## src/rtl/bhpd_defines.svh

```systemverilog
// constants of the host bus port decoder: offsets, status bits, flow codes
// assumes inclusion by the design module only
`ifndef BHPD_DEFINES_SVH
`define BHPD_DEFINES_SVH
`define BHPD_OFS_DATA 1'h0
`define BHPD_OFS_FLAGS 1'h1
`define BHPD_BIT_OUT_READY 1
`define BHPD_BIT_IN_BUSY 0
`define BHPD_CODE_NEAR_FULL 8'h11
`define BHPD_CODE_DRAINED 8'h13
`define BHPD_RX_DEPTH 1024
`define BHPD_RX_FREE_MARK 500
`define BHPD_RESET_RELEASE 8'h00
`endif

```

## src/rtl/bhpd_pkg.sv

```systemverilog
// types of the host bus port decoder
// assumes nothing beyond the defines header
package bhpd_pkg;
  // one host bus cycle after pin synchronisation
  typedef struct packed {
    logic [7:0] addr; // host address a7..a0
    logic rd; // read strobe, active high
    logic wr; // write strobe, active high
    logic [7:0] wdata; // write data
  } bhpd_bus_s;
  // flow control state for the serial path
  typedef enum logic [0:0] {BHPD_FLOW_OPEN, BHPD_FLOW_PAUSED} bhpd_flow_e;
endpackage

```

## src/rtl/bhpd_port.sv

```systemverilog
// host parallel port: decoder, data register, buffer flags, serial flow codes
// assumes host strobes and switches are asynchronous pins, one 125 MHz clock
`timescale 1ns/1ps
`include "bhpd_defines.svh"
// Operation
// occupies two consecutive bytes at base
// bus reset resets device when switch enables
// a7..a1 compared against seven address switches
// switches read inverted, on gives zero
// fetch strobe gates decode only with jumper
// offset zero is read/write data register
// offset one is read-only status register
// status bit1 set while outgoing byte waits
// status bit0 clear when incoming buffer empty
// status bits seven to two read zero
// data register carries replies, keys, commands
// serial mode makes bus registers unreachable
// serial mode sends 11h near full
// serial mode sends 13h once drained
// sender pauses between near-full and drained codes
// integrator avoids overlapping base addresses
// a0 selects data or status register
// host polls flags before data access
module bhpd_port import bhpd_pkg::*; (
  // clock and reset
  input wire logic clock,
  input wire logic arst_n,
  // host bus pins
  input wire logic [7:0] bus_addr,
  input wire logic bus_rd_n,
  input wire logic bus_wr_n,
  input wire logic [7:0] bus_wdata,
  input wire logic bus_reset_n,
  input wire logic opcode_fetch_strobe_n,
  output logic [7:0] bus_rdata,
  output logic bus_rdata_oe_n,
  // board straps
  input wire logic [7:0] config_switch_bank,
  input wire logic fetch_strobe_jumper,
  input wire logic serial_mode,
  // internal side: bytes from the host
  output logic [7:0] host_byte,
  output logic host_byte_valid,
  input wire logic host_byte_taken,
  // internal side: bytes toward the host
  input wire logic [7:0] reply_byte,
  input wire logic reply_load,
  output logic reply_pending,
  // internal side: serial receive buffer fill and flow codes
  input wire logic [10:0] rx_fill,
  output logic [7:0] flow_code,
  output logic flow_code_valid
);
  // two-stage synchronisers for every pin
  logic [7:0] s1_addr, s2_addr, s1_wd, s2_wd, s1_sw, s2_sw;
  logic [6:0] s1_ctl, s2_ctl;
  // previous strobe levels for edge detection
  logic rd_prev_ff, wr_prev_ff;
  // device-local reset from bus reset line
  logic soft_rst;
  bhpd_bus_s bus;
  logic hit, rd_edge, wr_edge, fetch_blocks;
  // buffers and flags
  logic [7:0] in_byte_ff, out_byte_ff;
  logic in_full_ff, out_full_ff;
  bhpd_flow_e flow_ff;
  logic near_full, drained;

  // synchronise all pins; first stage feeds only the second
  always_ff @(posedge clock or negedge arst_n) begin
    if (!arst_n) begin
      // strobes idle high and switches idle off, so no false edge follows reset
      s1_addr <= 8'h00;
      s2_addr <= 8'h00;
      s1_wd <= 8'h00;
      s2_wd <= 8'h00;
      s1_sw <= 8'hFF;
      s2_sw <= 8'hFF;
      s1_ctl <= 7'h0F;
      s2_ctl <= 7'h0F;
    end else begin
      s1_addr <= bus_addr;
      s2_addr <= s1_addr;
      s1_wd <= bus_wdata;
      s2_wd <= s1_wd;
      s1_sw <= config_switch_bank;
      s2_sw <= s1_sw;
      // bit 4 is a spare slot that keeps the strap bits at fixed places
      s1_ctl <= {serial_mode, fetch_strobe_jumper, 1'b0, bus_reset_n,
                 opcode_fetch_strobe_n, bus_wr_n, bus_rd_n};
      s2_ctl <= s1_ctl;
    end
  end

  // switch bit 0 low (on) connects bus reset; off switch reads one
  assign soft_rst = !s2_sw[0] && !s2_ctl[3];

  // assemble the synchronised cycle
  always_comb begin
    bus.addr = s2_addr;
    bus.rd = !s2_ctl[0];
    bus.wr = !s2_ctl[1];
    bus.wdata = s2_wd;
  end

  // fetch cycles only block decode when the jumper is fitted
  assign fetch_blocks = s2_ctl[5] && !s2_ctl[2];
  // switches already give the address bits inverted-logic as printed
  assign hit = (bus.addr[7:1] == s2_sw[7:1]) && !fetch_blocks
               && !s2_ctl[6];
  assign rd_edge = bus.rd && !rd_prev_ff;
  assign wr_edge = bus.wr && !wr_prev_ff;

  // strobe history
  // reset matches the idle strobe level, so no edge appears after reset
  always_ff @(posedge clock or negedge arst_n) begin
    if (!arst_n) begin
      rd_prev_ff <= 1'b0;
      wr_prev_ff <= 1'b0;
    end else begin
      rd_prev_ff <= bus.rd;
      wr_prev_ff <= bus.wr;
    end
  end

  // incoming buffer: host writes data offset, internal side drains
  always_ff @(posedge clock or negedge arst_n) begin
    if (!arst_n) begin
      in_byte_ff <= 8'h00;
      in_full_ff <= 1'b0;
    end else if (soft_rst) begin
      in_byte_ff <= 8'h00;
      in_full_ff <= 1'b0;
    end else if (hit && wr_edge && bus.addr[0] == `BHPD_OFS_DATA) begin
      // a write onto a full buffer overwrites; host is expected to poll
      in_byte_ff <= bus.wdata;
      in_full_ff <= 1'b1;
    end else if (host_byte_taken) begin
      // internal side has drained the byte
      in_full_ff <= 1'b0;
    end
  end

  // outgoing buffer: load wins over a host read in the same cycle
  always_ff @(posedge clock or negedge arst_n) begin
    if (!arst_n) begin
      out_byte_ff <= 8'h00;
      out_full_ff <= 1'b0;
    end else if (soft_rst) begin
      out_byte_ff <= 8'h00;
      out_full_ff <= 1'b0;
    end else if (reply_load) begin
      out_byte_ff <= reply_byte;
      out_full_ff <= 1'b1;
    end else if (hit && rd_edge && bus.addr[0] == `BHPD_OFS_DATA) begin
      // host read of the data place empties it
      out_full_ff <= 1'b0;
    end
  end

  // read data and drive enable; enable low while driving
  always_ff @(posedge clock or negedge arst_n) begin
    if (!arst_n) begin
      bus_rdata <= `BHPD_RESET_RELEASE;
      bus_rdata_oe_n <= 1'b1;
    end else begin
      bus_rdata_oe_n <= !(hit && bus.rd);
      if (bus.addr[0] == `BHPD_OFS_FLAGS) begin
        // status word: clear, then drop the two flags into place
        bus_rdata <= 8'h00;
        bus_rdata[`BHPD_BIT_OUT_READY] <= out_full_ff;
        bus_rdata[`BHPD_BIT_IN_BUSY] <= in_full_ff;
      end else begin
        // data word: the byte waiting for the host
        bus_rdata <= out_byte_ff;
      end
    end
  end

  // internal side outputs from flops
  always_ff @(posedge clock or negedge arst_n) begin
    if (!arst_n) begin
      host_byte <= 8'h00;
      host_byte_valid <= 1'b0;
      reply_pending <= 1'b0;
    end else begin
      host_byte <= in_byte_ff;
      // valid drops on the edge that samples taken, so it is never counted twice
      host_byte_valid <= in_full_ff && !host_byte_taken;
      reply_pending <= out_full_ff;
    end
  end

  // serial flow codes; paused state prevents repeats
  // threshold leaves about five hundred bytes of room in the receive buffer
  assign near_full = rx_fill >= 11'(`BHPD_RX_DEPTH - `BHPD_RX_FREE_MARK);
  assign drained = rx_fill == 11'h000;
  always_ff @(posedge clock or negedge arst_n) begin
    if (!arst_n) begin
      flow_ff <= BHPD_FLOW_OPEN;
      flow_code <= 8'h00;
      flow_code_valid <= 1'b0;
    end else if (soft_rst) begin
      // a bus reset also forgets a pause, so no stale drained code follows
      flow_ff <= BHPD_FLOW_OPEN;
      flow_code_valid <= 1'b0;
    end else begin
      // valid is a one-cycle pulse unless a branch below raises it
      flow_code_valid <= 1'b0;
      case (flow_ff)
        BHPD_FLOW_OPEN: begin
          if (s2_ctl[6] && near_full) begin
            flow_ff <= BHPD_FLOW_PAUSED;
            flow_code <= `BHPD_CODE_NEAR_FULL;
            flow_code_valid <= 1'b1;
          end
        end
        BHPD_FLOW_PAUSED: begin
          // drained code goes out only in serial mode
          if (drained) begin
            flow_ff <= BHPD_FLOW_OPEN;
            flow_code <= `BHPD_CODE_DRAINED;
            flow_code_valid <= s2_ctl[6];
          end
        end
        default: flow_ff <= BHPD_FLOW_OPEN;
      endcase
    end
  end

  // checks: every property watches logic driven in this module
  // all run on the one clock and sleep while the async reset is held
  // the unused upper status bits read as zero
  chk_status_upper: assert property (@(posedge clock) disable iff (!arst_n)
    (!bus_rdata_oe_n && $past(bus.addr[0]) && !$past(soft_rst)) |-> bus_rdata[7:2] == 6'h00)
    else $error("status upper bits not zero");

  // both flags land in their own bit positions of a status read
  chk_status_flags: assert property (@(posedge clock) disable iff (!arst_n)
    (!bus_rdata_oe_n && $past(bus.addr[0])) |->
      bus_rdata[1] == $past(out_full_ff) && bus_rdata[0] == $past(in_full_ff))
    else $error("status flags misplaced");

  // a data read returns the held outgoing byte, not the status word
  chk_data_select: assert property (@(posedge clock) disable iff (!arst_n)
    (!bus_rdata_oe_n && !$past(bus.addr[0])) |-> bus_rdata == $past(out_byte_ff))
    else $error("data read shows wrong byte");

  // serial mode must leave the read drivers off
  chk_serial_block: assert property (@(posedge clock) disable iff (!arst_n)
    s2_ctl[6] |=> bus_rdata_oe_n)
    else $error("bus driven in serial mode");

  // a data write captures the synchronised byte and raises the flag
  chk_write_sets: assert property (@(posedge clock) disable iff (!arst_n)
    (hit && wr_edge && !bus.addr[0] && !soft_rst) |=>
      in_full_ff && in_byte_ff == $past(bus.wdata))
    else $error("write not captured");

  // a write aimed at the status place leaves the incoming byte unchanged
  chk_status_ro: assert property (@(posedge clock) disable iff (!arst_n)
    (hit && wr_edge && bus.addr[0] && !soft_rst) |=> in_byte_ff == $past(in_byte_ff))
    else $error("status write landed");

  // a data read empties the outgoing place unless a new byte arrives
  chk_read_clears: assert property (@(posedge clock) disable iff (!arst_n)
    (hit && rd_edge && !bus.addr[0] && !reply_load && !soft_rst) |=> !out_full_ff)
    else $error("outgoing flag not cleared");

  // a loaded reply raises the flag and then the pending output
  chk_ready_flag: assert property (@(posedge clock) disable iff (!arst_n)
    (reply_load && !soft_rst) |=> out_full_ff ##1 reply_pending)
    else $error("outgoing flag not set");

  // a taken byte empties the incoming place and drops valid at once
  chk_taken_clears: assert property (@(posedge clock) disable iff (!arst_n)
    (host_byte_taken && !wr_edge && !soft_rst) |=> !in_full_ff && !host_byte_valid)
    else $error("incoming flag not cleared");

  // an enabled bus reset empties both places
  chk_reset_clear: assert property (@(posedge clock) disable iff (!arst_n)
    soft_rst |=> !in_full_ff && !out_full_ff)
    else $error("bus reset ignored");

  // a blocked fetch cycle never turns the read drivers on
  chk_fetch_gate: assert property (@(posedge clock) disable iff (!arst_n)
    fetch_blocks |=> bus_rdata_oe_n)
    else $error("fetch cycle decoded");

  // the read drivers only come on after an address match
  chk_decode_match: assert property (@(posedge clock) disable iff (!arst_n)
    !bus_rdata_oe_n |-> $past(bus.addr[7:1] == s2_sw[7:1]))
    else $error("decode mismatch");

  // crossing the fill mark sends the pause code once
  chk_xon_code: assert property (@(posedge clock) disable iff (!arst_n)
    (flow_ff == BHPD_FLOW_OPEN && s2_ctl[6] && near_full && !soft_rst) |=>
      flow_code_valid && flow_code == 8'h11)
    else $error("near full code missing");

  // an emptied buffer sends the resume code once
  chk_xoff_code: assert property (@(posedge clock) disable iff (!arst_n)
    (flow_ff == BHPD_FLOW_PAUSED && drained && s2_ctl[6] && !soft_rst) |=>
      flow_code_valid && flow_code == 8'h13)
    else $error("drained code missing");

  // no flow code leaves the block outside serial mode
  chk_code_serial: assert property (@(posedge clock) disable iff (!arst_n)
    flow_code_valid |-> $past(s2_ctl[6]))
    else $error("flow code outside serial mode");
endmodule

```

## config.mk

```make
export PLATFORM = sky130hd
export DESIGN_NAME = bhpd_port
export DESIGN_NICKNAME = d
export VERILOG_FILES = /design/src/rtl/bhpd_pkg.sv /design/src/rtl/bhpd_port.sv
export VERILOG_INCLUDE_DIRS = /design/src /design/src/rtl
export SDC_FILE = /design/constraint.sdc
export NUM_CORES = 1
export LEC_CHECK = 0
export BUFFER_PORTS_ARGS = -buffer_cell sky130_fd_sc_hd__buf_4
export CORE_MARGIN = 2
export CORE_UTILIZATION = 52
export DETAILED_ROUTE_END_ITERATION = 8
export PLACE_DENSITY_LB_ADDON = 0.12
export SYNTH_ARGS = -nofsm -noshare
export SYNTH_HDL_FRONTEND = slang
export SYNTH_SLANG_ARGS = --single-unit
```

## constraint.sdc

```tcl
create_clock -name clock -period 1.8 [get_ports clock]
set_input_delay 0.36 -clock clock [delete_from_list [all_inputs] [get_ports clock]]
set_output_delay 0.36 -clock clock [all_outputs]
set_load 0.05 [all_outputs]
```

==> results by group <==
Outcome
  – Run status: finished clean

Timing
  – Final Setup Violations: 0
  – Final total negative setup slack: 0 ns
  – Final setup skew: approximately 0.0081 ns
  – Minimum period implied by the final worst setup slack: about 1.6 ns
  – Number of failing hold endpoints at the final stage: 0
  – Number of max-slew violations in the final report: 0
  – Measured slew at the worst slew-check pin: 0.760 ns
  – Relative max-transition margin: 49.1%
  – Final period util: 91.5%
  – Highest achievable clock rate: about 610 MHz
  – Unrepaired setup endpoints after global routing: no

Clock network
  – CTS tree: done
  – Maximum level of the CTS H-tree: 3
  – Total setup buffers inserted after CTS: 0
  – Clock network latency to the later pin of the worst-skew pair: approximately 0.36 ns
  – Cell at the root of the clock tree: sky130_fd_sc_hd__clkbuf_8
  – TritonCTS buffer count: 9
  – Clock slew at the register clock pins of the worst setup and hold paths: 0.09 ns
  – Longest Clk Path Bufs: 2
  – Clock Sinks: 103

Global route
  – Number of global-route vias before repair: 1742
  – Gr usage total: 15.5%
  – Pin count of the biggest net entering global routing: slightly above 40
  – Global-route congestion overflow total: 0
  – First-pass GRT wire length: a little over 8000 um
  – Number of antenna violations at the first check in global routing: 0

Critical path
  – Setup crit start kind: flop
  – Worst endpoint required time: roughly 2.1 ns
  – Crit-path cells: and2b_2 > nor4_1 > nor3b_2 > buf_4 > mux2i_1
  – Setup slack of the most critical reg-to-reg path: around 0.15 ns
  – Maximum cell stage delay along the critical path: between 0.5 and 0.6 ns
  – Critical Path Sink Type: flop
  – Setup CP Type: flop to flop
  – CP max stage cell: sky130_fd_sc_hd__dfstp_2
  – Arrival time at the worst endpoint: around 1.9 ns
  – Crit-path max FO: 9

Layout
  – Final antenna diode count: 0
  – Area overhead of the layout relative to synthesis: 26.8%
  – Net total in the final layout: roughly 340
  – Final standard cell utilization of the core: about two thirds
  – Ratio of cells with drive above 1 in the final layout: between 40 and 50%

Yosys
  – Unique masters post-synth: 30
  – Leading post-synthesis cells by cell area: sky130_fd_sc_hd__dfrtp_1 59%, sky130_fd_sc_hd__dfstp_2 20%, sky130_fd_sc_hd__mux2i_1 4.9%, sky130_fd_sc_hd__nand2_1 2.2%, sky130_fd_sc_hd__and2b_2 1.9%
  – Leading register cell type out of synthesis: sky130_fd_sc_hd__dfrtp_1
  – Top cell type by total area after synthesis: sky130_fd_sc_hd__dfrtp_1
  – Flops & latches, synth: between 100 and 150
  – Fraction of registers with async set/reset: 100%
  – Total number of yosys warnings: 0
  – Area share of the largest cell type after synthesis: around three fifths
  – EDFF count, synth: 0
  – Post-Synthesis Cell Area: around 3300 sq um
  – Leading cell type by number of instances after synthesis: sky130_fd_sc_hd__dfrtp_1
  – Post-Syn Area per Cell: between 15 and 20 sq um
  – Gate count after technology mapping: ~200
  – Sequential area share after synthesis: about four fifths
  – Synth cell count leaders: 78 x sky130_fd_sc_hd__dfrtp_1, 25 x sky130_fd_sc_hd__dfstp_2, 19 x sky130_fd_sc_hd__nand2_1

Place
  – Post-DP HPWL: 3390 um
  – Count of input and output buffers: 75
  – RePlAce Congestion: about 0.73

Routing
  – Number of optimization iterations in the first detailed-route pass: 4
  – Routed wire length: 4890 um
  – Drt first-iter violations: 94
  – Average wire per cell in the routed design: ~13 um
  – ANT nets after route: 0
  – Remaining design rule violation count: 0
  – Via count normalized by instance count: 4.59
  – Number of vias after detailed routing: between 1500 and 2000

Run
  – Max-cap check violation count: 0

Floorplan
  – Placeable Area: ~6200 sq um
  – Starting utilization of the core area: around 53%
  – Die Footprint: around 7000 sq um
  – Die width: 83.7 um
  – # IOs: 81
  – Die Ht: around 84 um
  – Placement row count: 29

Power and ir drop
  – Peak ir drop on the vdd network: 0.000661 V
  – Leak pwr: around 2 nW
  – Cell area power density: around 1100 nW/um^2

Min path
  – Class of the worst hold path: primary input to flop
-- area by class of cell --
cell class | instances | area [sq um]
sequential | 103 | 2610
fill | 459 | 2060
timing repair buffer | 80 | 628
multi-input combinational | 93 | 616
clock buffer | 11 | 163
tap | 77 | 96.3
clock inverter | 5 | 60.1
inverter | 3 | 11.3
-- critical path: cells and delay by family (launching register included) --
kind / cells / cell delay (ns)
simple gates: 3 / 0.61
mux: 1 / 0.22
buf+inv: 1 / 0.21
flops: 1 / 0.52
-- worst paths after layout --
path	from	to	cells past startpoint
worst min register to register	s1_wd[2]	s2_wd[2]	0
worst max register to register	s2_ctl[2]	in_byte_ff[5]	5
worst min-delay path	config_switch_bank[6]	s1_sw[6]	1
min in group asynchronous	arst_n	bus_rdata[5]	2
worst max-delay path	s2_ctl[2]	in_byte_ff[5]	5
max in group asynchronous	arst_n	s2_sw[2]	3
-- flip-flops by register name (all words and copies together) (netlist names), 2 cells and up --
| register | count |
|---|---|
| s2_ctl | 6 |
| s1_sw | 8 |
| flow_code | 2 |
| s2_wd | 8 |
| bus_rdata | 8 |
| s1_wd | 8 |
| in_byte_ff | 8 |
| s2_sw | 8 |
| out_byte_ff | 8 |
| s1_addr | 8 |
| s1_ctl | 6 |
| s2_addr | 8 |
| host_byte | 8 |
-- stage by stage --
step	area, sq um	worst slack (ns)	instances	total power, mW	hold WS, ns
finish	4180	0.154	372	4.48	0.0992
CTS	4180	0.133	372	4.53	0.0831
global route	4180	0.0368	372	4.67	0.0734
floorplan	3310	0.235	210	2.80	0.0644
detailed placement	3950	0.157	355	3.01	0.331
global placement	3950	0.212	355	3.00	0.334
-- routing by layer --
metal / global-route usage (%) / part of all wire, % / vias to the layer above
met5: 0 / 0 / -
met4: 8.36 / 1.7 / 0
met3: 5.14 / 7.7 / 8
met2: 22.1 / 47 / 66
met1: 21.3 / 44 / 813
li1: - / - / 821
-- report_power, final --
| part | internal (mW) | leakage, nW | switching (mW) |
|---|---|---|---|
| registers | 2.45 | 1.24 | 0.0488 |
| clock network | 0.772 | 0.111 | 0.750 |
| logic | 0.181 | 0.658 | 0.279 |
| total | 3.40 | 2.01 | 1.08 |
-- cells in the final DEF (no fill, tap or decap), drive strengths merged --
cell type / instances
and2b: 7
clkinvlp: 1
mux2i: 16
conb: 5
a22o: 1
mux2: 2
dfstp: 25
buf: 79
nand2: 19
o21a: 1
nand3b: 1
nor3b: 2
xnor2: 6
a31oi: 1
or3: 1
nand4: 1
clkbuf: 11
nor2b: 2
nand2b: 1
nor2: 13
dlygate4sd3: 1
a21oi: 3
or2: 1
o21ai: 2
clkinv: 1
inv: 5
dfrtp: 78
and4: 1
nor3: 2
bufinv: 1
xor2: 1
nor4: 4
-- logic make-up after synthesis --
| logic type | count (synthesis) | share of synthesized area (%) |
|---|---|---|
| multiplexers | 18 | 5.54 |
| AO/OA/AOI/OAI | 8 | 1.44 |
| buffers and inverters | 14 | 2.73 |
| flip-flops | 103 | 79.1 |
| AND/OR/NAND/NOR | 55 | 9.25 |
| other | 1 | 0.114 |
| XOR/XNOR | 7 | 1.86 |
-- what timing repair did --
item | 4_1_cts | 5_1_grt
hold buffers | 1 | 0
endpoints found under the hold margin | 30 | 0
resized for setup | 0 | 0
(Power assumes the default switching activity.)
